File: src/common/rx_perf_pkg.sv
package rx_perf_pkg;

  // ****************************************
  // widths and reset values
  // ****************************************
  localparam int          NUM_CH   = 4;
  localparam int          CNT_W    = 16;
  localparam int          LBL_W    = 3;
  localparam int          REG_W    = 16;
  localparam int          DATA_W   = 32;
  localparam int          ADDR_W   = 12;
  localparam int          IDX_W    = 8;
  localparam int          IDX_LSB  = 2;
  localparam logic [15:0] CNT_RST  = 16'hFFFC;
  localparam logic [2:0]  LBL_RST  = 3'h6;

  // ****************************************
  // register indices (byte address = 4 * index)
  // ****************************************
  localparam logic [7:0] IDX_ASSIGNED_CH3 = 8'h20;
  localparam logic [7:0] IDX_ASSIGNED_CH2 = 8'h21;
  localparam logic [7:0] IDX_ASSIGNED_CH1 = 8'h22;
  localparam logic [7:0] IDX_ASSIGNED_CH0 = 8'h23;
  localparam logic [7:0] IDX_IDLE_CH3     = 8'h24;
  localparam logic [7:0] IDX_IDLE_CH2     = 8'h25;
  localparam logic [7:0] IDX_IDLE_CH1     = 8'h26;
  localparam logic [7:0] IDX_IDLE_CH0     = 8'h27;
  localparam logic [7:0] IDX_DROPPED_CH3  = 8'h28;
  localparam logic [7:0] IDX_DROPPED_CH2  = 8'h29;
  localparam logic [7:0] IDX_DROPPED_CH1  = 8'h2A;
  localparam logic [7:0] IDX_DROPPED_CH0  = 8'h2B;
  localparam logic [7:0] IDX_LABEL_P3     = 8'h2C;
  localparam logic [7:0] IDX_LABEL_P2     = 8'h2D;
  localparam logic [7:0] IDX_LABEL_P1     = 8'h2E;
  localparam logic [7:0] IDX_LABEL_P0     = 8'h2F;
  localparam logic [7:0] IDX_ROLL_ERR     = 8'h53;
  localparam logic [7:0] IDX_ROLL_CELL    = 8'h55;
  localparam logic [7:0] IDX_ROLL_CELL_CLR = 8'h56;
  localparam logic [7:0] IDX_ROLL_CELL_EN  = 8'h57;
  localparam logic [7:0] IDX_ROLL_ERR_CLR  = 8'h58;
  localparam logic [7:0] IDX_ROLL_ERR_EN   = 8'h59;
  localparam logic [7:0] IDX_LINE_MODE     = 8'h5A;

  // ****************************************
  // rollover bit positions, channel k at lsb + k
  // ****************************************
  localparam int ROLL_CELL_IDLE_LSB     = 0;
  localparam int ROLL_CELL_ASSIGNED_LSB = 4;
  localparam int ROLL_ERR_DROPPED_LSB   = 1;
  localparam int ROLL_ERR_LABEL_LSB     = 9;
  localparam int LINE_MODE_BIT          = 0;

  localparam logic [1:0] RESP_OKAY   = 2'h0;
  localparam logic [1:0] RESP_SLVERR = 2'h2;

  typedef enum logic {MODE_FOUR_CH, MODE_CONCAT} line_mode_t;

endpackage

File: src/wrap_counter.sv
`timescale 1ns/100ps
module wrap_counter
  import rx_perf_pkg::*;
#(
  parameter int             W    = 16,
  parameter logic [W-1:0]   INIT = '0
)(
  input  wire logic         aclk,
  input  wire logic         aresetn,
  input  wire logic         inc,
  output logic [W-1:0]      count,
  output logic              wrap
);

  always_ff @(posedge aclk)
  begin
    if (!aresetn)
      count <= INIT;
    else if (inc)
      count <= count + W'(1);
  end

  // pulse on the event that takes the count from all ones back to zero
  assign wrap = inc & (&count);

endmodule // wrap_counter

File: src/axil_slave.sv
`timescale 1ns/100ps
module axil_slave
  import rx_perf_pkg::*;
(
  input  wire logic              aclk,
  input  wire logic              aresetn,
  input  wire logic [ADDR_W-1:0] awaddr,
  input  wire logic              awvalid,
  output logic                   awready,
  input  wire logic [DATA_W-1:0] wdata,
  input  wire logic [3:0]        wstrb,
  input  wire logic              wvalid,
  output logic                   wready,
  output logic [1:0]             bresp,
  output logic                   bvalid,
  input  wire logic              bready,
  input  wire logic [ADDR_W-1:0] araddr,
  input  wire logic              arvalid,
  output logic                   arready,
  output logic [DATA_W-1:0]      rdata,
  output logic [1:0]             rresp,
  output logic                   rvalid,
  input  wire logic              rready,
  output logic                   wr_en,
  output logic [IDX_W-1:0]       wr_idx,
  output logic [DATA_W-1:0]      wr_data,
  output logic [DATA_W-1:0]      wr_mask,
  input  wire logic              wr_ok,
  output logic [IDX_W-1:0]       rd_idx,
  input  wire logic [DATA_W-1:0] rd_data,
  input  wire logic              rd_ok
);

  logic              aw_full_reg;
  logic              w_full_reg;
  logic [IDX_W-1:0]  aw_idx_reg;
  logic [3:0]        w_strb_reg;

  // address and data are taken in either order and held until both are in
  assign awready = ~aw_full_reg & ~bvalid;
  assign wready  = ~w_full_reg & ~bvalid;
  assign wr_en   = aw_full_reg & w_full_reg & ~bvalid;
  assign wr_idx  = aw_idx_reg;
  assign arready = ~rvalid;
  assign rd_idx  = araddr[IDX_W+IDX_LSB-1:IDX_LSB];

  generate
    for (genvar b = 0; b < 4; b++)
    begin : g_mask
      assign wr_mask[8*b+7:8*b] = {8{w_strb_reg[b]}};
    end
  endgenerate

  always_ff @(posedge aclk)
  begin
    if (!aresetn)
    begin
      aw_full_reg <= 1'b0;
      aw_idx_reg  <= '0;
    end
    else if (awvalid && awready)
    begin
      aw_full_reg <= 1'b1;
      aw_idx_reg  <= awaddr[IDX_W+IDX_LSB-1:IDX_LSB];
    end
    else if (wr_en)
      aw_full_reg <= 1'b0;
  end

  always_ff @(posedge aclk)
  begin
    if (!aresetn)
    begin
      w_full_reg <= 1'b0;
      wr_data    <= '0;
      w_strb_reg <= '0;
    end
    else if (wvalid && wready)
    begin
      w_full_reg <= 1'b1;
      wr_data    <= wdata;
      w_strb_reg <= wstrb;
    end
    else if (wr_en)
      w_full_reg <= 1'b0;
  end

  always_ff @(posedge aclk)
  begin
    if (!aresetn)
    begin
      bvalid <= 1'b0;
      bresp  <= RESP_OKAY;
    end
    else if (wr_en)
    begin
      bvalid <= 1'b1;
      bresp  <= wr_ok ? RESP_OKAY : RESP_SLVERR;
    end
    else if (bready)
      bvalid <= 1'b0;
  end

  always_ff @(posedge aclk)
  begin
    if (!aresetn)
    begin
      rvalid <= 1'b0;
      rdata  <= '0;
      rresp  <= RESP_OKAY;
    end
    else if (arvalid && arready)
    begin
      rvalid <= 1'b1;
      rdata  <= rd_ok ? rd_data : '0;
      rresp  <= rd_ok ? RESP_OKAY : RESP_SLVERR;
    end
    else if (rready)
      rvalid <= 1'b0;
  end

endmodule // axil_slave

File: src/rx_cell_perf_counters.sv
// Behaviour
// - each channel counts received assigned cells in 16 bits, wrapping to zero.
// - channel 0 assigned-count wrap sets bit 4 of rollover register 0x55.
// - channels 3,2,1 assigned-count wraps set bits 7,6,5 of 0x55.
// - each channel counts received idle cells in 16 bits, wrapping to zero.
// - idle-count wraps of channels 3..0 set bits 3..0 of 0x55.
// - in sync state, cells with multi-bit header errors are dropped and counted.
// - the drop count holds while that channel's cell delineation is lost.
// - drop-count wraps of channels 3..0 set bits 4..1 of 0x53.
// - each payload counts C2 signal label mismatches in a 3-bit field.
// - mismatch count freezes on LOS, LOF, LCD, LOP, path AIS or OOF.
// - the mismatch count wraps to zero after seven.
// - mismatch-count wraps of payloads 3..0 set bits 12..9 of 0x53.
// - channel 0 counts in both line modes; channels 1-3 only in four-channel mode.
// - cell counters reset to 0xFFFC and ignore host writes.
// - mismatch registers reset to 0x0006, upper bits read zero.
`timescale 1ns/100ps
module rx_cell_perf_counters
  import rx_perf_pkg::*;
(
  input  wire logic              aclk,
  input  wire logic              aresetn,
  // ****************************************
  // register bus
  // ****************************************
  input  wire logic [ADDR_W-1:0] s_axi_awaddr,
  input  wire logic              s_axi_awvalid,
  output logic                   s_axi_awready,
  input  wire logic [DATA_W-1:0] s_axi_wdata,
  input  wire logic [3:0]        s_axi_wstrb,
  input  wire logic              s_axi_wvalid,
  output logic                   s_axi_wready,
  output logic [1:0]             s_axi_bresp,
  output logic                   s_axi_bvalid,
  input  wire logic              s_axi_bready,
  input  wire logic [ADDR_W-1:0] s_axi_araddr,
  input  wire logic              s_axi_arvalid,
  output logic                   s_axi_arready,
  output logic [DATA_W-1:0]      s_axi_rdata,
  output logic [1:0]             s_axi_rresp,
  output logic                   s_axi_rvalid,
  input  wire logic              s_axi_rready,
  // ****************************************
  // event strobes and sync/delineation levels from the cell processors, bit k = channel k
  // ****************************************
  input  wire logic [NUM_CH-1:0] assigned_cell_stb,
  input  wire logic [NUM_CH-1:0] idle_cell_stb,
  input  wire logic [NUM_CH-1:0] hdr_multi_err_stb,
  input  wire logic [NUM_CH-1:0] cell_sync,
  input  wire logic [NUM_CH-1:0] cell_delin_lost,
  // ****************************************
  // framer path label checks and defects
  // ****************************************
  input  wire logic [NUM_CH-1:0] label_miss_stb,
  input  wire logic              loss_of_signal,
  input  wire logic              loss_of_frame,
  input  wire logic              out_of_frame,
  input  wire logic [NUM_CH-1:0] loss_of_pointer,
  input  wire logic [NUM_CH-1:0] path_ais,
  output logic                   irq
);

  // ****************************************
  // declarations
  // ****************************************
  logic [CNT_W-1:0]  assigned_cnt [NUM_CH];
  logic [CNT_W-1:0]  idle_cnt     [NUM_CH];
  logic [CNT_W-1:0]  dropped_cnt  [NUM_CH];
  logic [LBL_W-1:0]  label_cnt    [NUM_CH];
  logic [NUM_CH-1:0] ch_active;
  logic [NUM_CH-1:0] assigned_inc;
  logic [NUM_CH-1:0] idle_inc;
  logic [NUM_CH-1:0] dropped_inc;
  logic [NUM_CH-1:0] label_inc;
  logic [NUM_CH-1:0] label_frozen;
  logic [NUM_CH-1:0] assigned_wrap;
  logic [NUM_CH-1:0] idle_wrap;
  logic [NUM_CH-1:0] dropped_wrap;
  logic [NUM_CH-1:0] label_wrap;
  logic [REG_W-1:0]  roll_cell_reg;
  logic [REG_W-1:0]  roll_err_reg;
  logic [REG_W-1:0]  roll_cell_set;
  logic [REG_W-1:0]  roll_err_set;
  logic [REG_W-1:0]  roll_cell_clr;
  logic [REG_W-1:0]  roll_err_clr;
  logic [REG_W-1:0]  roll_cell_en_reg;
  logic [REG_W-1:0]  roll_err_en_reg;
  logic [REG_W-1:0]  wr_data16;
  logic [REG_W-1:0]  wr_mask16;
  line_mode_t        line_mode_reg;
  logic              wr_en;
  logic [IDX_W-1:0]  wr_idx;
  logic [DATA_W-1:0] wr_data;
  logic [DATA_W-1:0] wr_mask;
  logic              wr_ok;
  logic [IDX_W-1:0]  rd_idx;
  logic [DATA_W-1:0] rd_data;
  logic              rd_ok;

  // ****************************************
  // bus slave
  // ****************************************
  axil_slave u_bus
  (
    .aclk    (aclk),
    .aresetn (aresetn),
    .awaddr  (s_axi_awaddr),
    .awvalid (s_axi_awvalid),
    .awready (s_axi_awready),
    .wdata   (s_axi_wdata),
    .wstrb   (s_axi_wstrb),
    .wvalid  (s_axi_wvalid),
    .wready  (s_axi_wready),
    .bresp   (s_axi_bresp),
    .bvalid  (s_axi_bvalid),
    .bready  (s_axi_bready),
    .araddr  (s_axi_araddr),
    .arvalid (s_axi_arvalid),
    .arready (s_axi_arready),
    .rdata   (s_axi_rdata),
    .rresp   (s_axi_rresp),
    .rvalid  (s_axi_rvalid),
    .rready  (s_axi_rready),
    .wr_en   (wr_en),
    .wr_idx  (wr_idx),
    .wr_data (wr_data),
    .wr_mask (wr_mask),
    .wr_ok   (wr_ok),
    .rd_idx  (rd_idx),
    .rd_data (rd_data),
    .rd_ok   (rd_ok)
  );

  assign wr_data16 = wr_data[REG_W-1:0];
  assign wr_mask16 = wr_mask[REG_W-1:0];

  // ****************************************
  // per-channel counters
  // ****************************************
  generate
    for (genvar k = 0; k < NUM_CH; k++)
    begin : g_ch
      // in concatenated mode only channel 0 carries traffic, so the others hold
      assign ch_active[k]    = (k == 0) || (line_mode_reg == MODE_FOUR_CH);
      assign assigned_inc[k] = ch_active[k] & assigned_cell_stb[k];
      assign idle_inc[k]     = ch_active[k] & idle_cell_stb[k];
      assign dropped_inc[k]  = ch_active[k] & hdr_multi_err_stb[k] & cell_sync[k]
                               & ~cell_delin_lost[k];
      // C2 is not trusted while any of these defects stands
      assign label_frozen[k] = loss_of_signal | loss_of_frame | out_of_frame
                               | cell_delin_lost[k] | loss_of_pointer[k] | path_ais[k];
      assign label_inc[k]    = ch_active[k] & label_miss_stb[k] & ~label_frozen[k];

      wrap_counter #(.W(CNT_W), .INIT(CNT_RST)) u_assigned
      (
        .aclk    (aclk),
        .aresetn (aresetn),
        .inc     (assigned_inc[k]),
        .count   (assigned_cnt[k]),
        .wrap    (assigned_wrap[k])
      );

      wrap_counter #(.W(CNT_W), .INIT(CNT_RST)) u_idle
      (
        .aclk    (aclk),
        .aresetn (aresetn),
        .inc     (idle_inc[k]),
        .count   (idle_cnt[k]),
        .wrap    (idle_wrap[k])
      );

      wrap_counter #(.W(CNT_W), .INIT(CNT_RST)) u_dropped
      (
        .aclk    (aclk),
        .aresetn (aresetn),
        .inc     (dropped_inc[k]),
        .count   (dropped_cnt[k]),
        .wrap    (dropped_wrap[k])
      );

      wrap_counter #(.W(LBL_W), .INIT(LBL_RST)) u_label
      (
        .aclk    (aclk),
        .aresetn (aresetn),
        .inc     (label_inc[k]),
        .count   (label_cnt[k]),
        .wrap    (label_wrap[k])
      );
    end
  endgenerate

  // ****************************************
  // rollover status
  // ****************************************
  always_comb
  begin
    roll_cell_set = '0;
    roll_err_set  = '0;
    for (int k = 0; k < NUM_CH; k++)
    begin
      roll_cell_set[ROLL_CELL_IDLE_LSB + k]     = idle_wrap[k];
      roll_cell_set[ROLL_CELL_ASSIGNED_LSB + k] = assigned_wrap[k];
      roll_err_set[ROLL_ERR_DROPPED_LSB + k]    = dropped_wrap[k];
      roll_err_set[ROLL_ERR_LABEL_LSB + k]      = label_wrap[k];
    end
  end

  assign roll_cell_clr = (wr_en && wr_idx == IDX_ROLL_CELL_CLR) ? (wr_data16 & wr_mask16) : '0;
  assign roll_err_clr  = (wr_en && wr_idx == IDX_ROLL_ERR_CLR) ? (wr_data16 & wr_mask16) : '0;

  // a wrap in the same cycle as its clear is kept
  always_ff @(posedge aclk)
  begin
    if (!aresetn)
      roll_cell_reg <= '0;
    else
      roll_cell_reg <= (roll_cell_reg & ~roll_cell_clr) | roll_cell_set;
  end

  always_ff @(posedge aclk)
  begin
    if (!aresetn)
      roll_err_reg <= '0;
    else
      roll_err_reg <= (roll_err_reg & ~roll_err_clr) | roll_err_set;
  end

  // ****************************************
  // control registers
  // ****************************************
  always_ff @(posedge aclk)
  begin
    if (!aresetn)
    begin
      roll_cell_en_reg <= '0;
      roll_err_en_reg  <= '0;
    end
    else if (wr_en)
    begin
      if (wr_idx == IDX_ROLL_CELL_EN)
        roll_cell_en_reg <= (roll_cell_en_reg & ~wr_mask16) | (wr_data16 & wr_mask16);
      if (wr_idx == IDX_ROLL_ERR_EN)
        roll_err_en_reg <= (roll_err_en_reg & ~wr_mask16) | (wr_data16 & wr_mask16);
    end
  end

  always_ff @(posedge aclk)
  begin
    if (!aresetn)
      line_mode_reg <= MODE_FOUR_CH;
    else if (wr_en && wr_idx == IDX_LINE_MODE && wr_mask[LINE_MODE_BIT])
      line_mode_reg <= line_mode_t'(wr_data[LINE_MODE_BIT]);
  end

  assign irq = (|(roll_cell_reg & roll_cell_en_reg)) | (|(roll_err_reg & roll_err_en_reg));

  // ****************************************
  // write decode
  // ****************************************
  // counter and status writes are accepted but change nothing
  always_comb
  begin
    case (wr_idx)
      IDX_ASSIGNED_CH3, IDX_ASSIGNED_CH2, IDX_ASSIGNED_CH1, IDX_ASSIGNED_CH0,
      IDX_IDLE_CH3, IDX_IDLE_CH2, IDX_IDLE_CH1, IDX_IDLE_CH0,
      IDX_DROPPED_CH3, IDX_DROPPED_CH2, IDX_DROPPED_CH1, IDX_DROPPED_CH0,
      IDX_LABEL_P3, IDX_LABEL_P2, IDX_LABEL_P1, IDX_LABEL_P0,
      IDX_ROLL_CELL, IDX_ROLL_ERR,
      IDX_ROLL_CELL_CLR, IDX_ROLL_ERR_CLR, IDX_ROLL_CELL_EN, IDX_ROLL_ERR_EN,
      IDX_LINE_MODE:
        wr_ok = 1'b1;
      default:
        wr_ok = 1'b0;
    endcase
  end

  // ****************************************
  // read decode
  // ****************************************
  always_comb
  begin
    rd_data = '0;
    rd_ok   = 1'b1;
    case (rd_idx)
      IDX_ASSIGNED_CH3:  rd_data[CNT_W-1:0] = assigned_cnt[3];
      IDX_ASSIGNED_CH2:  rd_data[CNT_W-1:0] = assigned_cnt[2];
      IDX_ASSIGNED_CH1:  rd_data[CNT_W-1:0] = assigned_cnt[1];
      IDX_ASSIGNED_CH0:  rd_data[CNT_W-1:0] = assigned_cnt[0];
      IDX_IDLE_CH3:      rd_data[CNT_W-1:0] = idle_cnt[3];
      IDX_IDLE_CH2:      rd_data[CNT_W-1:0] = idle_cnt[2];
      IDX_IDLE_CH1:      rd_data[CNT_W-1:0] = idle_cnt[1];
      IDX_IDLE_CH0:      rd_data[CNT_W-1:0] = idle_cnt[0];
      IDX_DROPPED_CH3:   rd_data[CNT_W-1:0] = dropped_cnt[3];
      IDX_DROPPED_CH2:   rd_data[CNT_W-1:0] = dropped_cnt[2];
      IDX_DROPPED_CH1:   rd_data[CNT_W-1:0] = dropped_cnt[1];
      IDX_DROPPED_CH0:   rd_data[CNT_W-1:0] = dropped_cnt[0];
      IDX_LABEL_P3:      rd_data[LBL_W-1:0] = label_cnt[3];
      IDX_LABEL_P2:      rd_data[LBL_W-1:0] = label_cnt[2];
      IDX_LABEL_P1:      rd_data[LBL_W-1:0] = label_cnt[1];
      IDX_LABEL_P0:      rd_data[LBL_W-1:0] = label_cnt[0];
      IDX_ROLL_CELL:     rd_data[REG_W-1:0] = roll_cell_reg;
      IDX_ROLL_ERR:      rd_data[REG_W-1:0] = roll_err_reg;
      IDX_ROLL_CELL_EN:  rd_data[REG_W-1:0] = roll_cell_en_reg;
      IDX_ROLL_ERR_EN:   rd_data[REG_W-1:0] = roll_err_en_reg;
      IDX_ROLL_CELL_CLR: rd_data = '0;
      IDX_ROLL_ERR_CLR:  rd_data = '0;
      IDX_LINE_MODE:     rd_data[LINE_MODE_BIT] = (line_mode_reg == MODE_CONCAT);
      default:           rd_ok = 1'b0;
    endcase
  end

endmodule // rx_cell_perf_counters

File: config.mk
export PLATFORM = sky130hd
export DESIGN_NAME = rx_cell_perf_counters
export DESIGN_NICKNAME = d
export VERILOG_FILES = /design/src/common/rx_perf_pkg.sv /design/src/wrap_counter.sv /design/src/axil_slave.sv /design/src/rx_cell_perf_counters.sv
export SDC_FILE = /design/constraint.sdc
export NUM_CORES = 1
export LEC_CHECK = 0
export BUFFER_PORTS_ARGS = -buffer_cell sky130_fd_sc_hd__buf_2
export CELL_PAD_IN_SITES_DETAIL_PLACEMENT = 1
export CELL_PAD_IN_SITES_GLOBAL_PLACEMENT = 2
export CORE_MARGIN = 2
export CORE_UTILIZATION = 35
export CTS_CLUSTER_DIAMETER = 150
export DETAILED_ROUTE_END_ITERATION = 10
export PLACE_DENSITY_LB_ADDON = 0.2
export SYNTH_ARGS = -nofsm -noshare
export SYNTH_HDL_FRONTEND = slang
export SYNTH_HIERARCHICAL = 1
export SYNTH_SLANG_ARGS = --single-unit
File: constraint.sdc
create_clock -name aclk -period 8.05 [get_ports aclk]
set_clock_uncertainty 0.15 [all_clocks]
set_input_delay 1.2075 -clock aclk [delete_from_list [all_inputs] [get_ports aclk]]
set_output_delay 1.2075 -clock aclk [all_outputs]
set_load 0.02 [all_outputs]
* Yosys cells after proc, flatten, opt, wreduce, memory -nomap -nowiden
Cells that the tools add are included.
** Storage, ports and cells
- Bits in registers :: 335
- Input bits :: 102
- Output and inout port bits :: 42
- Logic and storage cells :: 229
** Operators by class
- Add/sub/neg operators :: 16
- Equality and inequality tests :: 46
- Muxes and demuxes :: 17
- Bitwise logic cells :: 86
- Reduce and logical (&&, ||, !) cells :: 33
** Operators by type and width (count)
- $eq A8 B6 Y1 const B :: 32
- $pmux W13 S16 :: 1
- $add A16 B1 Y16 const B :: 12
- $reduce_and A16 Y1 :: 12
- $and A16 B16 Y16 :: 7
- $eq A8 B7 Y1 const B :: 14
- $mux W16 :: 3
- $not A16 Y16 :: 3
- $reduce_or A23 Y1 :: 2
- $and A1 B1 Y1 :: 44
- $pmux W2 S20 :: 1
- $or A16 B16 Y16 :: 2
- $reduce_or A16 Y1 :: 2
- $pmux W1 S21 :: 1
- $or A16 B13 Y16 :: 1
- $or A16 B8 Y16 :: 1
- $or A1 B1 Y1 :: 15
- $not A1 Y1 :: 13
- $add A3 B1 Y3 const B :: 4
- $reduce_and A3 Y1 :: 4
- $mux W1 :: 9
- $reduce_bool A2 Y1 :: 4
- $logic_and A1 B1 Y1 :: 7
- $mux W2 :: 2
- $reduce_and A2 Y1 :: 2

* Longest topological paths before layout
- Depth in word-level cells :: 9
- Gate-level depth with buffers :: 13
- Depth with buffers taken out :: 7

* By module
The synthesis kept the hierarchy.
** By module, submodules not included
- wrap_counter at g_ch[0].u_assigned ... :: times used 12, cells an instance 88, area an instance 830.8 um^2, sequential area each 320.3 um^2
- rx_cell_perf_counters :: times used 1, cells an instance 718, area an instance 5400.2 um^2, sequential area each 1301.2 um^2
- axil_slave :: times used 1, cells an instance 405, area an instance 3395.8 um^2, sequential area each 1641.6 um^2
- wrap_counter at g_ch[0].u_label ... :: times used 4, cells an instance 12, area an instance 135.1 um^2, sequential area each 60.1 um^2

* Worst setup path before layout
No wires, ideal clock.
- Path kind :: input-to-reg
- Start :: input s_axi_araddr[2]
- End :: register u_bus.rdata[12]
- Setup time :: 76 ps
- Data arrival time :: 3324 ps
- Required time :: 7824 ps
- Path slack :: 4500 ps
- Cell stages on the path :: 13
- Buffers on the path :: 7
- Cells stage by stage :: buf_4 > buf_2 > buf_2 > buf_2 > clkbuf_1 > nor2_1 > o32ai_1 > nand2_1 > nand2_1 > clkbuf_1 > buf_1 > nand3_1 > a21boi_0
** On the way
- Cells in the longest elaborated chain, start to end :: 4
- Elaborated cells between the ends (all ways) :: 27
- Those cells by class :: 23 x eq/ne; 3 x mux; 1 x reduce/logical
** Ends and longest elaborated chain
- start: declaration :: RTL line rx_cell_perf_counters.sv:36 : input wire logic [ADDR_W-1:0] s_axi_araddr,
- $eq A8 B7 Y1 or $eq A8 B6 Y1 (tied branches) :: RTL line rx_cell_perf_counters.sv:284 : case (rd_idx)
- $reduce_or A23 Y1 (no source line) (*)
- $mux W1 (*) :: RTL line rx_cell_perf_counters.sv:284
- via rd_ok :: RTL line rx_cell_perf_counters.sv:98 : logic rd_ok;
- $mux W16 (*) :: RTL line axil_slave.sv:115 : rdata <= rd_ok ? rd_data : '0;
- end signal: assignment :: RTL line axil_slave.sv:115
- end: declaration :: RTL line axil_slave.sv:20 : output logic [DATA_W-1:0] rdata,
The timed path passes the listed nets; every way through them passes the cells marked *.
A chain may end at the register's enable or synchronous reset.

* Final worst setup path
- Start :: input s_axi_araddr[5]
- End :: register u_bus.rdata[9]
** On the way
- Elaborated cells between the ends (all ways) :: 27
- Those cells by class :: 23 x eq/ne; 3 x mux; 1 x reduce/logical
** RTL lines
- $eq A8 B7 Y1 or $eq A8 B6 Y1 (tied branches) :: RTL line rx_cell_perf_counters.sv:284
- $pmux W13 S16 (*) :: RTL line rx_cell_perf_counters.sv:284
- via rd_data[9] :: RTL line rx_cell_perf_counters.sv:97 : logic [DATA_W-1:0] rd_data;
- $mux W16 (*) :: RTL line axil_slave.sv:115
Marks and branches as above.

==> out/summary.log <==
INFO  pwr            finalPower=3860uW
INFO  min_path       worstHoldPathCells=2
INFO  placement      place_area=19400um2
INFO  setup_path     worst_path_dominant_cell_family=simple AND/OR/NAND/NOR gates
INFO  clock_tree     tritoncts_clock_tree=done
INFO  clock_tree     clk_root_buffer_cell=clkbuf_16
INFO  route          drt_drc_violations_left=0
INFO  timing         transition_time_of_the_tightest_slew_check_pin=1230ps
INFO  pwr            clock_share_of_power=45.7%
INFO  timing         setup_viol=0
INFO  layout         final_core_util=39.3%
INFO  die            floorplan.initialDensity=35.3%
INFO  global_route   grt_pass1_vias=16600
INFO  layout         drive_above_1_share=15.1%
INFO  setup_path     worstPathMaxFanout=30
INFO  pwr            pwr-share-seq=45.6%
INFO  pwr            swShare=26.1%
INFO  layout         n_antenna_cell=0
INFO  route          drt-total-wl=71.6mm
INFO  timing         hold_ws=301ps
INFO  die            row_count=84
INFO  timing         setup_repair_after_global_routing_missed_its_margin=false
INFO  clock_tree     clock_tree.buffer_depth=3
INFO  global_route   grt_pass1_wl=107mm
INFO  clock_tree     clk_pin_slew=50ps
INFO  global_route   groute.usage.overall=25.9%
INFO  global_route   largest_net_degree_at_the_start_of_global_routing=216
INFO  pwr            p_int=2850uW
INFO  setup_path     crit-reg2reg-launch=line_mode_reg
INFO  setup_path     rrSetupSlack=4890ps
INFO  setup_path     worst_r2r_endpoint=roll_err_reg[4]
INFO  timing         post-route-period-util=49.1%
INFO  setup_path     critical_path_origin=s_axi_araddr[5]
INFO  clock_tree     holdBufCountCts=0
INFO  route          postRouteAntennaNets=0
INFO  die            ios=144
INFO  min_path       min_path_type=reg -> reg
INFO  global_route   number_of_antenna_violations_at_the_first_check_in_global_routing=4
INFO  setup_path     start_to_end_type_of_the_worst_setup_path=in -> reg
INFO  setup_path     cp_cell_sequence=buf_2 -> nor2b_1 -> buf_4 -> and2_0 -> a22oi_1 -> o221ai_1 -> a221o_1 -> nand3_1 -> a21boi_0
INFO  die            core_area=52600um2
INFO  timing         post-route-min-period=3950ps
INFO  job            maxCapViolations=0
INFO  setup_path     timing.critical_path.arrival=4290ps
INFO  placement      finalWeightedCongestion=0.912
INFO  placement      detailedPlacementHpwl=52.8mm
INFO  clock_tree     cts_buffers=42
INFO  route          drt_iter0_markers=1280
INFO  setup_path     critPathSlowestCell=and2_0
INFO  timing         clock.fmax=253MHz
INFO  status         outcome=complete, no violations
INFO  pwr            leakagePower=0.00784uW
INFO  clock_tree     cts_resized=0
INFO  die            floorplan.die_area=54900um2
INFO  die            die_h=234um
INFO  setup_path     critical_path_required=8390ps
INFO  yosys          netlist_instances=2139
INFO  placement      io_buffer_count=115
INFO  setup_path     worst-path-buf-inv=2
INFO  timing         fin_setup_tns=0ps
INFO  layout         final_cell_area=20700um2
INFO  timing         finalMaxSlewViolations=0
INFO  yosys          yosysWarningCount=6
INFO  setup_path     critPathLaunchType=primary input
INFO  global_route   global_route.overflow_total=0
INFO  clock_tree     clock_latency=570ps
INFO  yosys          netlist_area=18600um2
INFO  timing         hold_violation_total_from_the_final_report=0
INFO  layout         top_regs=g_ch.u_assigned/count (64), g_ch.u_dropped/count (64), g_ch.u_idle/count (64)
INFO  layout         nets=2300
INFO  pwr            p_switching=1010uW
INFO  route          vias=16900
INFO  route          drt_first_pass_iters=6
INFO  die            floorplan.die.width=234um
INFO  setup_path     critical_path.endpoint_type=register
INFO  timing         slew_headroom=17.8%
INFO  pwr            power.ir.vdd_worst=0.146mV
INFO  layout         area_growth=11.3%
INFO  pwr            share_comb_of_total_power=8.6%
INFO  pwr            power.density=187nW/um2
INFO  setup_path     critical_path.endpoint=u_bus/rdata[9]
INFO  route          vias_per_cell=5.87
INFO  clock_tree     post_cts_buffers=0
INFO  setup_path     rr_worst_depth=5
INFO  clock_tree     cts.sinks=333
INFO  route          routedWlPerCell=24.8um
INFO  yosys          syn_area_per_cell=8.68um2
INFO  setup_path     critical_path.max_stage_delay=770ps
INFO  setup_path     crit_cells=9
INFO  clock_tree     cts-htree-levels=2
final cells by class:
class                   instances  area, um2
fillers                      6141      31900
multi-input cells            1622      11000
flip-flops and latches        333       6670
clock buffers                  63       1200
well taps                     688        861
repair buffers                135        748
inverters                      44        165
clock inverters                 2       38.8
tightest hold or removal path: stages, from the launching register on:
cell     delay [ps]
dfxtp_1         320
nand2_1          60
a31oi_1          30
through the flow:
step,worst slack [ps],std cells
floorplan,4500,2155
global placement,3640,2822
detailed placement,3610,2822
CTS,4220,2887
global route,4040,2887
finish,4100,2887
power by group through the flow:
stage / logic, uW / registers, uW / clock network, uW
after global routing: 364 / 1770 / 1880
final: 332 / 1760 / 1770
after CTS: 332 / 1760 / 1820
after floorplan: 245 / 1760 / 0
after global placement: 321 / 1790 / 0
after detailed placement: 331 / 1800 / 0
per-layer routing:
metal,routed length (um),GRT usage [%]
met1,32800,35.3
met5,0,0
met3,3220,3.27
met2,33300,42.0
met4,2280,8.73
how the worst min path moves through the flow:
stage,startpoint,endpoint,slack (ps)
floorplan,roll_cell_reg[14],roll_cell_reg[14],270
global placement,roll_err_reg[7],roll_err_reg[7],290
detailed placement,roll_err_reg[5],roll_err_reg[5],290
CTS,roll_err_reg[5],roll_err_reg[5],300
global route,roll_err_reg[7],roll_err_reg[7],320
finish,roll_err_reg[5],roll_err_reg[5],300
cells in the final DEF (no fill, tap or decap), drive strengths merged, types with 6 or more instances in the layout:
master	n
dfxtp	333
nand2	320
nand3	202
buf	135
mux2	97
nand2b	93
o21ai	80
nand4	80
nor4	66
a21boi	64
clkbuf	63
inv	45
a22oi	44
and3	44
mux2i	42
a31oi	41
xor2	40
a21oi	33
nor3	30
nor2b	29
or4	28
and2	28
or3	26
nor2	26
o31ai	25
ha	20
o21a	19
a22o	19
conb	18
a221oi	12
a32oi	9
o22ai	7
o211ai	7
o221ai	6
Power figures use the tool's default switching activity.
